## src/rtl/afg_cfg.svh

```systemverilog
// Constants of the result framer and general pin block.
`ifndef AFG_CFG_SVH
`define AFG_CFG_SVH

`define AFG_CFG_TS       0
`define AFG_CFG_DATA_COUNTER_ENABLE     1
`define AFG_CFG_IM_LO    2
`define AFG_CFG_CM       4
`define AFG_CFG_DIR_LO   5
`define AFG_CFG_VAL_LO   8
`define AFG_CFG_SEL      11
`define AFG_CFG_REF      12
`define AFG_CFG_MUX_LO   13
`define AFG_CFG_RESET    16'h0000

`define AFG_IM_INV       2'h1
`define AFG_IM_CRC       2'h2
`define AFG_CRC_POLY     16'h1021
`define AFG_CRC_INIT     16'hFFFF

`define AFG_ADR_CMD      4'h0
`define AFG_ADR_RESULT   4'h4
`define AFG_ADR_STATUS   4'h8
`define AFG_ADR_CFG      4'hC
`define AFG_MAX_RETRY    2'h3

`endif

```

## src/rtl/afg_pkg.sv

```systemverilog
// Types and frame helpers shared by both ends of the result link.
`default_nettype none
`include "afg_cfg.svh"
package afg_pkg;
    typedef enum logic [2:0] {
        AFG_OP_NOP, AFG_OP_RESET, AFG_OP_START, AFG_OP_SLEEP,
        AFG_OP_WRCFG, AFG_OP_RDDATA, AFG_OP_RDREG
    } afg_op_t;

    typedef logic [5:0][7:0] afg_bytes_t;

    typedef struct packed {
        afg_bytes_t b;
        logic [2:0] len;
    } afg_frame_t;

    // One byte into the checksum, most significant bit first.
    function automatic logic [15:0] afg_crc_byte(input logic [15:0] c_in,
                                                 input logic [7:0]  d);
        logic [15:0] c;
        c = c_in;
        for (int i = 7; i >= 0; i--) begin
            if (c[15] ^ d[i]) begin
                c = {c[14:0], 1'b0} ^ `AFG_CRC_POLY;
            end else begin
                c = {c[14:0], 1'b0};
            end
        end
        return c;
    endfunction : afg_crc_byte

    // Counter, low byte, high byte, then the protection bytes.
    function automatic afg_frame_t afg_build(input logic        has_cnt,
                                             input logic [7:0]  cnt,
                                             input logic [15:0] w,
                                             input logic [1:0]  mode);
        afg_frame_t  f;
        int          n;
        logic [15:0] c;
        f = '0;
        n = 0;
        c = `AFG_CRC_INIT;
        if (has_cnt) begin
            f.b[0] = cnt;
            n = 1;
        end
        f.b[n]     = w[7:0];
        f.b[n + 1] = w[15:8];
        n = n + 2;
        f.len = 3'(n);
        if (mode == `AFG_IM_INV) begin
            for (int i = 0; i < 3; i++) begin
                if (i < n) begin
                    f.b[n + i] = ~f.b[i];
                end
            end
            f.len = 3'(2 * n);
        end else if (mode == `AFG_IM_CRC) begin
            for (int i = 0; i < 3; i++) begin
                if (i < n) begin
                    c = afg_crc_byte(c, f.b[i]);
                end
            end
            f.b[n]     = c[15:8];
            f.b[n + 1] = c[7:0];
            f.len = 3'(n + 2);
        end
        return f;
    endfunction : afg_build
endpackage : afg_pkg
`default_nettype wire

```

## src/rtl/afg_link_if.sv

```systemverilog
// Command and byte-return link between host controller and device.
`default_nettype none
interface afg_link_if;
    import afg_pkg::*;
    logic        cmd_valid;
    afg_op_t     cmd_op;
    logic [15:0] cmd_arg;
    logic        tx_valid;
    logic [7:0]  tx_byte;

    modport dev  (input cmd_valid, cmd_op, cmd_arg, output tx_valid, tx_byte);
    modport host (output cmd_valid, cmd_op, cmd_arg, input tx_valid, tx_byte);
endinterface : afg_link_if
`default_nettype wire

```

## src/rtl/afg_host.sv

```systemverilog
// Host end: Wishbone command registers, frame receive and integrity check.
`default_nettype none
`include "afg_cfg.svh"
module afg_host (
    input  wire logic         mclk_i,
    input  wire logic         reset_i,
    afg_link_if.host          link,
    input  wire logic         wb_cyc_i,
    input  wire logic         wb_stb_i,
    input  wire logic         wb_we_i,
    input  wire logic [3:0]   wb_adr_i,
    input  wire logic [3:0]   wb_sel_i,
    input  wire logic [31:0]  wb_dat_i,
    output logic [31:0]       wb_dat_o,
    output logic              wb_ack_o
);
    import afg_pkg::*;

    typedef enum {AFG_H_IDLE, AFG_H_RECV} afg_host_st_t;

    afg_host_st_t st,       next_st;
    logic         ack,      next_ack;
    logic [31:0]  rdat,     next_rdat;
    logic         cmd_v,    next_cmd_v;
    afg_op_t      cmd_op,   next_cmd_op;
    logic [15:0]  cmd_arg,  next_cmd_arg;
    logic [15:0]  shadow,   next_shadow;
    afg_bytes_t   rx,       next_rx;
    logic [2:0]   rx_n,     next_rx_n;
    logic [1:0]   retry,    next_retry;
    logic [7:0]   res_cnt,  next_res_cnt;
    logic [15:0]  res_word, next_res_word;
    logic [7:0]   last_cnt, next_last_cnt;
    logic         have_last, next_have_last;
    logic         integ_err, next_integ_err;
    logic         stale,    next_stale;
    logic         missed,   next_missed;
    logic         res_new,  next_res_new;
    logic         is_data;
    logic         has_cnt;
    logic         wr_cmd;
    logic [7:0]   got_cnt;
    logic [15:0]  got_word;
    afg_frame_t   expect_fr;

    assign is_data = (cmd_op == AFG_OP_RDDATA);
    assign has_cnt = is_data && shadow[`AFG_CFG_DATA_COUNTER_ENABLE];
    assign wr_cmd  = wb_cyc_i && wb_stb_i && !ack && wb_we_i &&
                     (wb_adr_i == `AFG_ADR_CMD) && (&wb_sel_i[2:0]);

    always_comb begin
        got_cnt   = has_cnt ? rx[0] : 8'h00;
        got_word  = has_cnt ? {rx[2], rx[1]} : {rx[1], rx[0]};
        expect_fr = afg_build(has_cnt, got_cnt, got_word,
                              shadow[`AFG_CFG_IM_LO +: 2]);
    end

    always_comb begin
        next_st        = st;
        next_ack       = wb_cyc_i && wb_stb_i && !ack;
        next_rdat      = 32'h0000_0000;
        next_cmd_v     = 1'b0;
        next_cmd_op    = cmd_op;
        next_cmd_arg   = cmd_arg;
        next_shadow    = shadow;
        next_rx        = rx;
        next_rx_n      = rx_n;
        next_retry     = retry;
        next_res_cnt   = res_cnt;
        next_res_word  = res_word;
        next_last_cnt  = last_cnt;
        next_have_last = have_last;
        next_integ_err = integ_err;
        next_stale     = stale;
        next_missed    = missed;
        next_res_new   = res_new;

        case (wb_adr_i)
            `AFG_ADR_RESULT: next_rdat = {8'h00, res_cnt, res_word};
            `AFG_ADR_STATUS: next_rdat = {27'h0, res_new, missed, stale,
                                          integ_err, st == AFG_H_RECV};
            `AFG_ADR_CFG:    next_rdat = {16'h0000, shadow};
            default:         next_rdat = 32'h0000_0000;
        endcase
        if (wb_cyc_i && wb_stb_i && !ack && !wb_we_i &&
            wb_adr_i == `AFG_ADR_RESULT) begin
            next_res_new = 1'b0;
        end

        if (wr_cmd && st == AFG_H_IDLE) begin
            next_cmd_v   = 1'b1;
            next_cmd_op  = afg_op_t'(wb_dat_i[18:16]);
            next_cmd_arg = wb_dat_i[15:0];
            case (afg_op_t'(wb_dat_i[18:16]))
                AFG_OP_RESET: begin
                    next_shadow    = `AFG_CFG_RESET;
                    next_have_last = 1'b0;
                end
                AFG_OP_WRCFG: begin
                    next_shadow = wb_dat_i[15:0];
                    if (!wb_dat_i[`AFG_CFG_DATA_COUNTER_ENABLE]) begin
                        next_have_last = 1'b0;
                    end
                end
                AFG_OP_RDDATA, AFG_OP_RDREG: begin
                    // Bytes left from a longer earlier frame would fail the compare.
                    next_rx    = '0;
                    next_st    = AFG_H_RECV;
                    next_rx_n  = 3'h0;
                    next_retry = 2'h0;
                end
                default: begin
                end
            endcase
        end

        if (st == AFG_H_RECV && link.tx_valid) begin
            next_rx[rx_n] = link.tx_byte;
            next_rx_n     = rx_n + 3'h1;
        end

        if (st == AFG_H_RECV && !link.tx_valid && rx_n != 3'h0 &&
            rx_n == expect_fr.len) begin
            next_rx_n = 3'h0;
            if (expect_fr.b != rx && retry != `AFG_MAX_RETRY) begin
                next_retry = retry + 2'h1;
                next_cmd_v = 1'b1;
            end else begin
                next_st        = AFG_H_IDLE;
                next_integ_err = (expect_fr.b != rx);
                next_res_word  = got_word;
                next_res_cnt   = got_cnt;
                next_res_new   = 1'b1;
                if (has_cnt) begin
                    next_stale     = have_last && (got_cnt == last_cnt);
                    next_missed    = have_last && (got_cnt != last_cnt) &&
                                     (got_cnt != last_cnt + 8'h01);
                    next_last_cnt  = got_cnt;
                    next_have_last = 1'b1;
                end
            end
        end
    end

    always_ff @(posedge mclk_i) begin
        if (reset_i) begin
            st        <= AFG_H_IDLE;
            ack       <= 1'b0;
            rdat      <= 32'h0000_0000;
            cmd_v     <= 1'b0;
            cmd_op    <= AFG_OP_NOP;
            cmd_arg   <= 16'h0000;
            shadow    <= `AFG_CFG_RESET;
            rx        <= '0;
            rx_n      <= 3'h0;
            retry     <= 2'h0;
            res_cnt   <= 8'h00;
            res_word  <= 16'h0000;
            last_cnt  <= 8'h00;
            have_last <= 1'b0;
            integ_err <= 1'b0;
            stale     <= 1'b0;
            missed    <= 1'b0;
            res_new   <= 1'b0;
        end else begin
            st        <= next_st;
            ack       <= next_ack;
            rdat      <= next_rdat;
            cmd_v     <= next_cmd_v;
            cmd_op    <= next_cmd_op;
            cmd_arg   <= next_cmd_arg;
            shadow    <= next_shadow;
            rx        <= next_rx;
            rx_n      <= next_rx_n;
            retry     <= next_retry;
            res_cnt   <= next_res_cnt;
            res_word  <= next_res_word;
            last_cnt  <= next_last_cnt;
            have_last <= next_have_last;
            integ_err <= next_integ_err;
            stale     <= next_stale;
            missed    <= next_missed;
            res_new   <= next_res_new;
        end
    end

    assign link.cmd_valid = cmd_v;
    assign link.cmd_op    = cmd_op;
    assign link.cmd_arg   = cmd_arg;
    assign wb_ack_o       = ack;
    assign wb_dat_o       = rdat;
endmodule : afg_host
`default_nettype wire

```

## src/flat_wrapper.sv

```systemverilog
// flat-port wrapper written by rule: the top's interface ports become plain ports
module afg_host_flat import afg_pkg::*;
  (mclk_i, reset_i, wb_cyc_i, wb_stb_i, wb_we_i, wb_adr_i, wb_sel_i, wb_dat_i, wb_dat_o, wb_ack_o, link_cmd_valid, link_cmd_op, link_cmd_arg, link_tx_valid, link_tx_byte);
  afg_link_if link_i ();
  input  wire logic mclk_i;
  input  wire logic reset_i;
  input  wire logic wb_cyc_i;
  input  wire logic wb_stb_i;
  input  wire logic wb_we_i;
  input  wire logic [3:0] wb_adr_i;
  input  wire logic [3:0] wb_sel_i;
  input  wire logic [31:0] wb_dat_i;
  output logic [31:0] wb_dat_o;
  output logic wb_ack_o;
  output wire logic [$bits(link_i.cmd_valid)-1:0] link_cmd_valid;
  output wire logic [$bits(link_i.cmd_op)-1:0] link_cmd_op;
  output wire logic [$bits(link_i.cmd_arg)-1:0] link_cmd_arg;
  input wire logic [$bits(link_i.tx_valid)-1:0] link_tx_valid;
  input wire logic [$bits(link_i.tx_byte)-1:0] link_tx_byte;
  assign link_cmd_valid = link_i.cmd_valid;
  assign link_cmd_op = link_i.cmd_op;
  assign link_cmd_arg = link_i.cmd_arg;
  assign link_i.tx_valid = link_tx_valid;
  assign link_i.tx_byte = link_tx_byte;
  afg_host u_core (.mclk_i(mclk_i), .reset_i(reset_i), .link(link_i), .wb_cyc_i(wb_cyc_i), .wb_stb_i(wb_stb_i), .wb_we_i(wb_we_i), .wb_adr_i(wb_adr_i), .wb_sel_i(wb_sel_i), .wb_dat_i(wb_dat_i), .wb_dat_o(wb_dat_o), .wb_ack_o(wb_ack_o));
endmodule
```

## config.mk

```make
export PLATFORM = sky130hd
export DESIGN_NAME = afg_host_flat
export DESIGN_NICKNAME = d
export VERILOG_FILES = /design/src/rtl/afg_pkg.sv /design/src/rtl/afg_link_if.sv /design/src/rtl/afg_host.sv /design/src/flat_wrapper.sv
export VERILOG_INCLUDE_DIRS = /design/src /design/src/rtl
export SDC_FILE = /design/constraint.sdc
export NUM_CORES = 1
export LEC_CHECK = 0
export BUFFER_PORTS_ARGS = -buffer_cell sky130_fd_sc_hd__buf_2
export CELL_PAD_IN_SITES_DETAIL_PLACEMENT = 1
export CELL_PAD_IN_SITES_GLOBAL_PLACEMENT = 1
export CORE_ASPECT_RATIO = 0.6
export CORE_MARGIN = 8
export CORE_UTILIZATION = 45
export CTS_CLUSTER_DIAMETER = 60
export DETAILED_ROUTE_END_ITERATION = 12
export HOLD_SLACK_MARGIN = 0.08
export PLACE_DENSITY = 0.92
export RECOVER_POWER = 50
export SLEW_MARGIN = 0
export SYNTH_ARGS = -nofsm -noshare
export SYNTH_HDL_FRONTEND = slang
export SYNTH_SLANG_ARGS = --single-unit
```

## constraint.sdc

```tcl
create_clock -name mclk_i -period 5.9 [get_ports mclk_i]
set_input_delay 0.885 -clock mclk_i [delete_from_list [all_inputs] [get_ports mclk_i]]
set_output_delay 0.885 -clock mclk_i [all_outputs]
set_load 0.02 [all_outputs]
```

; ---- After elaboration in Yosys (flattened, before gate mapping)
; Cells that the tools add are included.
[totals]
reg_bits = 191
input_bits = 54
output_inout_bits = 53
elab_cells = 306
[classes]
addsub = 7
n_lt_le_gt_ge = 15
eq_ne = 17
n_mux = 155
bitwise = 50
n_reduce_logical = 39
[ops]
columns = operator, n
row1 = 2-to-1 mux 16 bit, 73
row2 = bitwise mux 48 bit, 8
row3 = 2-to-1 mux 48 bit, 8
row4 = 2-to-1 mux 13 bit, 24
row5 = demux 8 bit (select 3 bit), 6
row6 = ">= comparator 32 x 1 -> 1 bit, second input constant", 4
row7 = "< comparator 32 x 5 -> 1 bit, second input constant", 4
row8 = 2-to-1 mux 32 bit, 4
row9 = 2-to-1 mux 51 bit, 2
row10 = case mux 24 bit (3 select lines), 1
row11 = inverter 3 bit, 23
row12 = 2-to-1 mux 8 bit, 8
row13 = inequality test 48 bit, 1
row14 = "adder 32 x 2 -> 32 bit, second input constant", 1
row15 = "adder 32 x 3 -> 32 bit, second input constant", 1
row16 = "== test 32 x 2 -> 1 bit, second input constant", 1
row17 = logical NOT 32 bit, 1
row18 = "< comparator 1 x 32 -> 1 bit, first input constant", 1
row19 = "< comparator 2 x 32 -> 1 bit, first input constant", 1
row20 = "< comparator 3 x 32 -> 1 bit, first input constant", 1
row21 = case mux 16 bit (2 select lines), 1
row22 = inverter 8 bit, 3
row23 = logical AND 1 bit, 23
row24 = XOR 1 bit, 23
row25 = other kinds (31), 60

; ---- Logic depth before layout (Yosys ltp)
; Gate-level depths: netlist of run 1.
[depth]
word_depth = 136
depth_mapped = 16
ltp_nobuf = 12

; ---- Worst setup path after synthesis of run 1
; OpenSTA, ideal clock, no wires.
[synth_timing]
kind = register to register
from = register u_core.rx[4] in the netlist's numbering
to = register u_core.last_cnt[7]
setup_ns = 0.067
t_arrival_ns = 3.577
required_time_ns = 5.833
setup_slack_ns = 2.256
stages_incl_launch_ff = 12
n_path_buf = 1
synth_period_minus_slack_ns = 3.644
path_cell_list = dfxtp_1 -> buf_6 -> xor3_2 -> xnor2_4 -> xnor3_2 -> mux2i_1 -> xnor2_1 -> a21o_1 -> or4_4 -> o41a_4 -> or4_4 -> o21ai_2
[synth_via]
elab_chain_len = 97
elab_cells_between_ends = 129
classes_between = eq/ne (1) / mux (101) / bitwise (25) / reduce/logical (2)
[synth_rtl]
columns = item, line_no
row1 = start: declaration, afg_host.sv:28  ; afg_bytes_t rx, next_rx;
row2 = start signal: assignment, afg_host.sv:173  ; rx <= next_rx;
row3 = 2-to-1 mux 8 bit, afg_host.sv:52  ; got_cnt = has_cnt ? rx[0] : 8'h00;
row4 = 2-to-1 mux 8 bit, afg_pkg.sv:43  ; if (has_cnt) begin
row5 = bitwise mux 48 bit, afg_pkg.sv:47  ; f.b[n] = w[7:0];
row6 = bitwise mux 48 bit, afg_pkg.sv:48  ; f.b[n + 1] = w[15:8];
row7 = XOR 1 bit, afg_pkg.sv:23  ; if (c[15] ^ d[i]) begin
row8 = 2-to-1 mux 13 bit, afg_pkg.sv:23
row9 = 2-to-1 mux 16 bit, afg_pkg.sv:60  ; if (i < n) begin
row10 = 2-to-1 mux 16 bit, afg_pkg.sv:58  ; end else if (mode == `AFG_IM_CRC) begin
row11 = [... 81 more ...], --
row12 = bitwise mux 48 bit, afg_pkg.sv:64  ; f.b[n] = c[15:8];
row13 = bitwise mux 48 bit, afg_pkg.sv:65  ; f.b[n + 1] = c[7:0];
row14 = 2-to-1 mux 51 bit, afg_pkg.sv:58
row15 = 2-to-1 mux 51 bit, afg_pkg.sv:51  ; if (mode == `AFG_IM_INV) begin
row16 = inequality test 48 bit *, afg_host.sv:125  ; if (expect_fr.b != rx && retry != `AFG_MAX_RETRY) begin
row17 = logical AND 1 bit (no line) *, --
row18 = inverter 1 bit (no line) *, --
row19 = AND reduction 3 bit (no line) *, --
row20 = end signal: assignment, afg_host.sv:178  ; last_cnt <= next_last_cnt;
row21 = end: declaration, afg_host.sv:33  ; logic [7:0] last_cnt, next_last_cnt;
; Mark *: on every way between the ends. The rest lies on a longest branch, timed or not. The select of a mux whose other input is x is not followed.
; A chain may end at the register's enable or synchronous reset.

; ---- Final worst setup path of run 1
[layout_timing]
from = register u_core.rx[1] in the netlist's numbering
to = register u_core.res_word[9]
[layout_via]
elab_chain_len = 84
elab_cells_between_ends = 112
classes_between = eq/ne (1) / mux (89) / bitwise (20) / reduce/logical (2)
[layout_rtl]
columns = item, line_no
row1 = 2-to-1 mux 8 bit, afg_host.sv:52
row2 = 2-to-1 mux 8 bit, afg_pkg.sv:43
row3 = bitwise mux 48 bit, afg_pkg.sv:47
row4 = bitwise mux 48 bit, afg_pkg.sv:48
row5 = XOR 1 bit, afg_pkg.sv:23
row6 = 2-to-1 mux 13 bit, afg_pkg.sv:23
row7 = 2-to-1 mux 16 bit, afg_pkg.sv:60
row8 = 2-to-1 mux 16 bit, afg_pkg.sv:58
row9 = [... 68 more ...], --
row10 = bitwise mux 48 bit or 2-to-1 mux 16 bit (tied branches), "afg_pkg.sv:64, afg_pkg.sv:51"
row11 = bitwise mux 48 bit, afg_pkg.sv:65
row12 = 2-to-1 mux 51 bit, afg_pkg.sv:58
row13 = 2-to-1 mux 51 bit, afg_pkg.sv:51
row14 = inequality test 48 bit *, afg_host.sv:125
row15 = logical AND 1 bit (no line) *, --
row16 = inverter 1 bit (no line) *, --
row17 = AND reduction 2 bit (no line) *, --
row18 = end signal: assignment, afg_host.sv:177  ; res_word <= next_res_word;
row19 = end: declaration, afg_host.sv:32  ; logic [15:0] res_word, next_res_word;
; Marked as above.

==> impl_metrics.py, run 1 <==
metrics = {
    "run_status": {
        "outcome": "finished with violations",
        "violations": "max-capacitance violations, max-slew violations",
    },
    "finish": {
        "drive_above_1_share_pct": 10.7,
        "fin_cells": 1488,
        "layout.nets": 1256,
        "areaGrowthSynthToFinish_pct": 10.1,
        "n_antenna_cell": 0,
        "post-route-util_pct": 50.9,
        "final_cell_area_mm2": 0.0108,
        "fillers": 2567,
    },
    "worst_hold_path": {
        "hp-class": "flip-flop to flip-flop",
        "min_from": "u_core.shadow[12]$_SDFFE_PP0P_",
    },
    "floorplanning": {
        "ios": 107,
        "die_h_um": 130,
        "die_area_mm2": 0.0269,
        "dieWidth_um": 206,
        "rows": 41,
        "core_area_mm2": 0.0212,
        "initial_core_util_pct": 46.2,
    },
    "setup_path": {
        "crit_path_max_fanout": 20,
        "worst_path_most_repeated_cell": "xnor2_1",
        "rr_worst_depth": 10,
        "setup.worst_path.start": "u_core.rx[1]$_SDFF_PP0_",
        "path_class": "flip-flop to flip-flop",
        "r2r_start": "u_core.rx[1]$_SDFF_PP0_",
        "start_kind": "flip-flop",
        "crit_arrival_ns": 5.51,
        "r2r_slack_ns": 0.64,
        "cp-end-kind": "flip-flop",
        "crit_cells": 10,
        "crit_end": "u_core.res_word[9]$_SDFFE_PP0P_",
        "cp_top_family": "XOR/XNOR gates",
        "slowest_delay_ns": 1.14,
        "worstPathRequired_ns": 6.15,
        "critPathBufInv": 0,
        "path_cells": "xnor2_1 -> xnor2_1 -> mux2i_1 -> xnor2_1 -> and3_1 -> a2111oi_0 -> nand4_1 -> o41a_4 -> nor2_4 -> a311oi_1",
        "cp_slowest_cell": "xnor2_1",
        "rr_endpoint": "u_core.res_word[9]$_SDFFE_PP0P_",
    },
    "drt": {
        "drtAntennaViolNets": 0,
        "dr_total_vias": 9617,
        "wirelength_um": 37300,
        "post_drt_wl_per_cell_um": 25.1,
        "drt-initial-drc-count": 1201,
        "routed_via_density": 6.46,
        "drt_pass1_iterations": 5,
        "drcViolationCount": 0,
    },
    "sta": {
        "period_minus_slack_ns": 5.26,
        "drv_slew": 230,
        "fmax_mhz": 190,
        "finalSetupTns_ns": 0,
        "setup_violations": 0,
        "finalClockSkew_ns": 0.0155,
        "fin_crit_sh_pct": 89.2,
        "relSlewSlack_pct": -50.2,
        "worstMarginPinSlew_ns": 2.25,
        "hold_viol": 0,
        "rsz0062_at_grt": "false",
        "setup_slack_ns": 0.637,
        "timing.hold.ws_ns": 0.455,
    },
    "clock_network": {
        "postCtsSetupBuffers": 0,
        "clock_path_buffers": 2,
        "hold_buffers": 0,
        "clk_pin_slew_worst_paths_ns": 0.08,
        "cts_buffers": 17,
        "clock-sinks": 183,
        "h-tree-depth": 4,
        "cts_resized": 0,
        "clk_latency_ns": 0.45,
        "tritoncts": "done",
        "cts-root-buf": "clkbuf_16",
    },
    "yosys": {
        "synth_ff_type": "dfxtp_1",
        "synth_seq_cells": 183,
        "ys_types": 85,
        "synth_edf_count": 0,
        "yosysSeqAreaShare_pct": 37.4,
        "synth_most_common_cell": "dfxtp_1",
        "ys_async_sr_fraction_pct": 0,
        "yosys_warnings": 0,
        "synthesis.area_mm2": 0.00979,
        "synth_top_area_share_pct": 37.4,
        "synth.area.top_cells": "dfxtp_1 37%, nand2_1 5.9%, a21oi_1 5.3%, xnor2_1 4.6%, nand3_1 4.5%",
        "syn_avg_cell_area_um2": 8.38,
        "synth_common_cells": "183 x dfxtp_1, 153 x nand2_1, 104 x a21oi_1",
        "synthCells": 1169,
        "synth_area_leader_cell": "dfxtp_1",
    },
    "place": {
        "gp_congestion": 0.985,
        "post-place-ws_ns": 1.07,
        "hpwlAfterDp_um": 26000,
        "portBuffers": 84,
        "placed_cells": 1455,
        "placed_cell_area_mm2": 0.0102,
    },
    "grt": {
        "antenna_found_initial": 0,
        "globalRouteOverflowTotal": 0,
        "grt_pass1_wl_um": 57400,
        "grt_max_degree": 81,
        "grt_pass1_vias": 9742,
        "grt_usage_pct": 27.7,
    },
    "pwr": {
        "p_total_mw": 2.48,
        "vdd.ir_drop.worst_mv": 0.191,
        "power.density_mw_per_mm2": 230,
        "p_leak_nw": 3.86,
    },
    "job": {
        "cap_violations": 4,
    },
}
-- how the worst min path moves through the flow --
stage / depth (start not counted) / to
2_1_floorplan: 2 / u_core.res_cnt[1]$_SDFFE_PP0P_
4_1_cts: 2 / u_core.shadow[12]$_SDFFE_PP0P_
6_report: 2 / u_core.shadow[12]$_SDFFE_PP0P_
3_3_place_gp: 2 / u_core.shadow[4]$_SDFFE_PP0P_
3_5_place_dp: 2 / u_core.shadow[0]$_SDFFE_PP0P_
5_1_grt: 1 / u_core.res_cnt[0]$_SDFFE_PP0P_
-- layout make-up --
cell class	instances	area, um^2	share of cell area, %
clock buffer	17	425	3.95
clock inverter	15	173	1.60
inverter	17	63.8	0.592
multi-input combinational	866	5550	51.5
sequential	183	3660	34.0
tap	279	349	3.24
timing repair buffer	111	553	5.13
-- power breakdown --
group / internal [mW] / switching [mW] / total, mW / leakage (nW)
sequential: 1.23 / 0.000289 / 1.23 / 1.47
clock: 0.575 / 0.602 / 1.18 / 0.290
combinational: 0.0142 / 0.0531 / 0.0673 / 2.10
-- tightest hold or removal path, delay by kind of cell (launching register included) --
family / cells / cell delay, ns
compound gates: 1 / 0.05
simple gates: 1 / 0.05
flops: 1 / 0.31
-- placed cells by master, fill, tap and decap left out, drive strengths merged, types with 9 or more instances in the layout --
master / count
a21oi: 104
a22oi: 18
a311oi: 16
and3: 46
buf: 62
clkbuf: 66
dfxtp: 183
inv: 26
mux2i: 27
nand2: 153
nand3: 88
nand4: 14
nor2: 83
nor3: 16
nor4: 15
o211ai: 9
o21ai: 35
o22ai: 12
xnor2: 54
xnor3: 12
xor2: 25
-- flip-flops by register name, indices dropped and copies added (netlist names) --
signal                 count
u_core.link.cmd_valid      1
u_core.stale               1
u_core.have_last           1
u_core.res_word           16
u_core.missed              1
u_core.last_cnt            8
u_core.rx                 48
u_core.st                 32
u_core.res_new             1
u_core.link.cmd_arg       16
u_core.rx_n                3
u_core.shadow             16
u_core.res_cnt             8
u_core.integ_err           1
u_core.wb_ack_o            1
u_core.retry               2
u_core.link.cmd_op         3
u_core.wb_dat_o           24
-- cell families (layout without fill, tap and decap cells) --
group                    Yosys count  in the layout  synth area share (%)
flip-flops                       183            183                  37.4
XOR/XNOR                          95             95                  11.4
AO/OA/AOI/OAI                    262            262                  17.5
AND/OR/NAND/NOR                  460            460                  22.9
other                              1              8                0.0383
buffers and inverters            127            160                  6.35
adder cells (fa/ha/maj)            6              6                 0.767
multiplexers                      35             35                  3.68
-- per-layer routing --
metal  routed length (um)  GRT usage [%]  vias up
met5                    0              0        -
met4                  966           9.27        0
met3                 4140           8.07       98
met2                16100           42.0      530
met1                16100           37.3     4790
li1                     -              -     4199
Note: power is estimated with default switching activity, not from simulation.
==> run 2, diff against run 1 <==
--- a/config.mk
+++ b/config.mk
@@ -11,11 +11,11 @@
 export CELL_PAD_IN_SITES_GLOBAL_PLACEMENT = 1
 export CORE_ASPECT_RATIO = 0.6
 export CORE_MARGIN = 8
-export CORE_UTILIZATION = 45
+export CORE_UTILIZATION = 40
 export CTS_CLUSTER_DIAMETER = 60
 export DETAILED_ROUTE_END_ITERATION = 12
 export HOLD_SLACK_MARGIN = 0.08
-export PLACE_DENSITY = 0.92
+export PLACE_DENSITY = 0.87
 export RECOVER_POWER = 50
 export SLEW_MARGIN = 0
 export SYNTH_ARGS = -nofsm -noshare
==> constraint.sdc (replaced) <==
create_clock -name mclk_i -period 4.43 [get_ports mclk_i]
set_input_delay 0.6645 -clock mclk_i [delete_from_list [all_inputs] [get_ports mclk_i]]
set_output_delay 0.6645 -clock mclk_i [all_outputs]
set_load 0.02 [all_outputs]
==> run 2 against run 1 <==
Compared with the run above:
- the run still ends with max-capacitance violations, max-slew violations left
- critical path depth unchanged
- cell count grew 5.1%
- cell area up 3.1%
- sequential cell count stayed put
- register-to-register slack got worse by 0.44 ns
- first-iteration DRC count is 23% lower
- hold slack better by 0.0041 ns
- fmax up 24%
- clock power rose by 36%
- clock skew decreased by 0.0046 ns
- via count decreased by 1.6%
- critical path type unchanged
- critical endpoint is now u_core.last_cnt[7]$_SDFFE_PP0P_
- highest routed layer unchanged
==> impl_metrics.py, run 2 (synthesis results as in run 1) <==
metrics = {
    "setup_path": {
        "crit_path_max_fanout": 15,
        "path_class": "flip-flop to flip-flop",
        "r2r_slack_ns": 0.19,
        "rr_endpoint": "u_core.last_cnt[7]$_SDFFE_PP0P_",
        "rr_worst_depth": 10,
        "cp-end-kind": "flip-flop",
        "worstPathRequired_ns": 4.82,
        "r2r_start": "u_core.rx[1]$_SDFF_PP0_",
        "crit_arrival_ns": 4.62,
        "start_kind": "flip-flop",
    },
    "finish": {
        "drive_above_1_share_pct": 13.1,
        "largest_register_ffs": 48,
        "post-route-util_pct": 46.1,
        "fin_cells": 1564,
        "n_antenna_cell": 0,
        "mostFrequentLayoutCells": "183 x dfxtp_1, 153 x nand2_1, 104 x a21oi_1, 87 x nand3_1, 81 x nor2_1",
        "multiInputGateArea_mm2": 0.00556,
        "areaGrowthSynthToFinish_pct": 13.5,
        "layout.nets": 1289,
        "final_cell_area_mm2": 0.0111,
        "regMostFlops": "u_core.rx",
        "final_common_cell": "dfxtp_1",
        "register_area_mm2": 0.00366,
        "fillers": 2946,
    },
    "drt": {
        "routed_via_density": 6.05,
        "drt_pass1_iterations": 6,
        "m1WireLength_um": 16300,
        "drt-initial-drc-count": 924,
        "dr_total_vias": 9463,
        "post_drt_wl_per_cell_um": 23.6,
        "drtAntennaViolNets": 0,
        "met3_length_um": 4240,
        "drcViolationCount": 0,
        "wl_met2_um": 15500,
        "wirelength_um": 36900,
        "highest_layer": "met4",
    },
    "grt": {
        "antenna_found_initial": 0,
        "grt_usage_pct": 24.4,
        "globalRouteOverflowTotal": 0,
        "grt_pass1_vias": 9494,
        "grt_max_degree": 98,
        "grt_pass1_wl_um": 55900,
    },
    "clock_network": {
        "clock_path_buffers": 2,
        "postCtsSetupBuffers": 0,
        "clk_pin_slew_worst_paths_ns": 0.07,
        "clk_latency_ns": 0.45,
        "cts_resized": 0,
        "tritoncts": "done",
        "h-tree-depth": 4,
        "clock-sinks": 183,
        "cts_buffers": 17,
        "cts-root-buf": "clkbuf_16",
        "hold_buffers": 0,
    },
    "run_status": {
        "violations": "max-capacitance violations, max-slew violations",
        "outcome": "finished with violations",
    },
    "sta": {
        "rsz0062_at_grt": "false",
        "period_minus_slack_ns": 4.24,
        "fmax_mhz": 236,
        "setup_violations": 0,
        "timing.hold.ws_ns": 0.459,
        "finalSetupTns_ns": 0,
        "fin_crit_sh_pct": 95.7,
        "relSlewSlack_pct": -41.0,
        "hold_viol": 0,
        "drv_slew": 81,
        "setup_slack_ns": 0.193,
        "worstMarginPinSlew_ns": 2.12,
        "finalClockSkew_ns": 0.0109,
    },
    "job": {
        "cap_violations": 2,
    },
    "floorplanning": {
        "core_area_mm2": 0.0241,
        "dieWidth_um": 218,
        "ios": 107,
        "initial_core_util_pct": 40.6,
        "rows": 44,
        "die_area_mm2": 0.0299,
        "die_h_um": 137,
    },
    "worst_hold_path": {
        "holdPathStages": 2,
        "min_to": "u_core.shadow[4]$_SDFFE_PP0P_",
        "hp-class": "flip-flop to flip-flop",
        "min_from": "u_core.shadow[4]$_SDFFE_PP0P_",
    },
    "place": {
        "portBuffers": 84,
        "placed_cells": 1532,
        "gp_congestion": 1.03,
        "placed_cell_area_mm2": 0.0106,
        "hpwlAfterDp_um": 26900,
        "post-place-ws_ns": 0.386,
    },
    "pwr": {
        "vdd.ir_drop.worst_mv": 0.207,
        "p_total_mw": 3.33,
        "power.density_mw_per_mm2": 299,
        "p_leak_nw": 4.04,
    },
}
## run 2: critical path: stages (launching register included)
cell and delay (ns):
dfxtp_1 0.79, xnor2_1 0.27, xnor2_1 0.45, xnor2_2 0.19, xnor2_1 0.20, a22o_1 0.26, a2111oi_0 0.39, nand4_1 0.36
o41a_4 0.64, or4_4 0.54, o21ai_2 0.07
## run 2: layout make-up
class | instances | share of cell area, %
flip-flops and latches | 183 | 33.0
well taps | 322 | 3.62
multi-input cells | 866 | 50.0
clock inverters | 13 | 1.44
inverters | 17 | 0.574
clock buffers | 19 | 4.07
repair buffers | 144 | 7.31
## run 2: power by group
| part | switching, mW | total (mW) | internal (mW) | leakage (nW) |
|---|---|---|---|---|
| Combinational | 0.0679 | 0.0872 | 0.0192 | 2.26 |
| Sequential | 0.000292 | 1.64 | 1.64 | 1.47 |
| Clock | 0.715 | 1.60 | 0.880 | 0.304 |
## run 2: how the worst max path moves through the flow
stage,from,to,slack (ns),cells after the start
floorplan,u_core.rx[4]$_SDFF_PP0_,u_core.last_cnt[7]$_SDFFE_PP0P_,0.79,11
global placement,u_core.rx[4]$_SDFF_PP0_,u_core.last_cnt[7]$_SDFFE_PP0P_,0.45,10
detailed placement,u_core.shadow[2]$_SDFFE_PP0P_,u_core.last_cnt[7]$_SDFFE_PP0P_,0.39,11
CTS,u_core.rx[1]$_SDFF_PP0_,u_core.last_cnt[7]$_SDFFE_PP0P_,0.32,10
global route,u_core.shadow[3]$_SDFFE_PP0P_,u_core.res_word[8]$_SDFFE_PP0P_,0.01,13
finish,u_core.rx[1]$_SDFF_PP0_,u_core.last_cnt[7]$_SDFFE_PP0P_,0.19,10
## run 2: routing by layer
metal | global-route usage (%) | vias to the layer above
li1 | - | 4267
met1 | 32.8 | 4710
met2 | 35.5 | 421
met3 | 8.97 | 65
met4 | 8.29 | 0
met5 | 0 | -
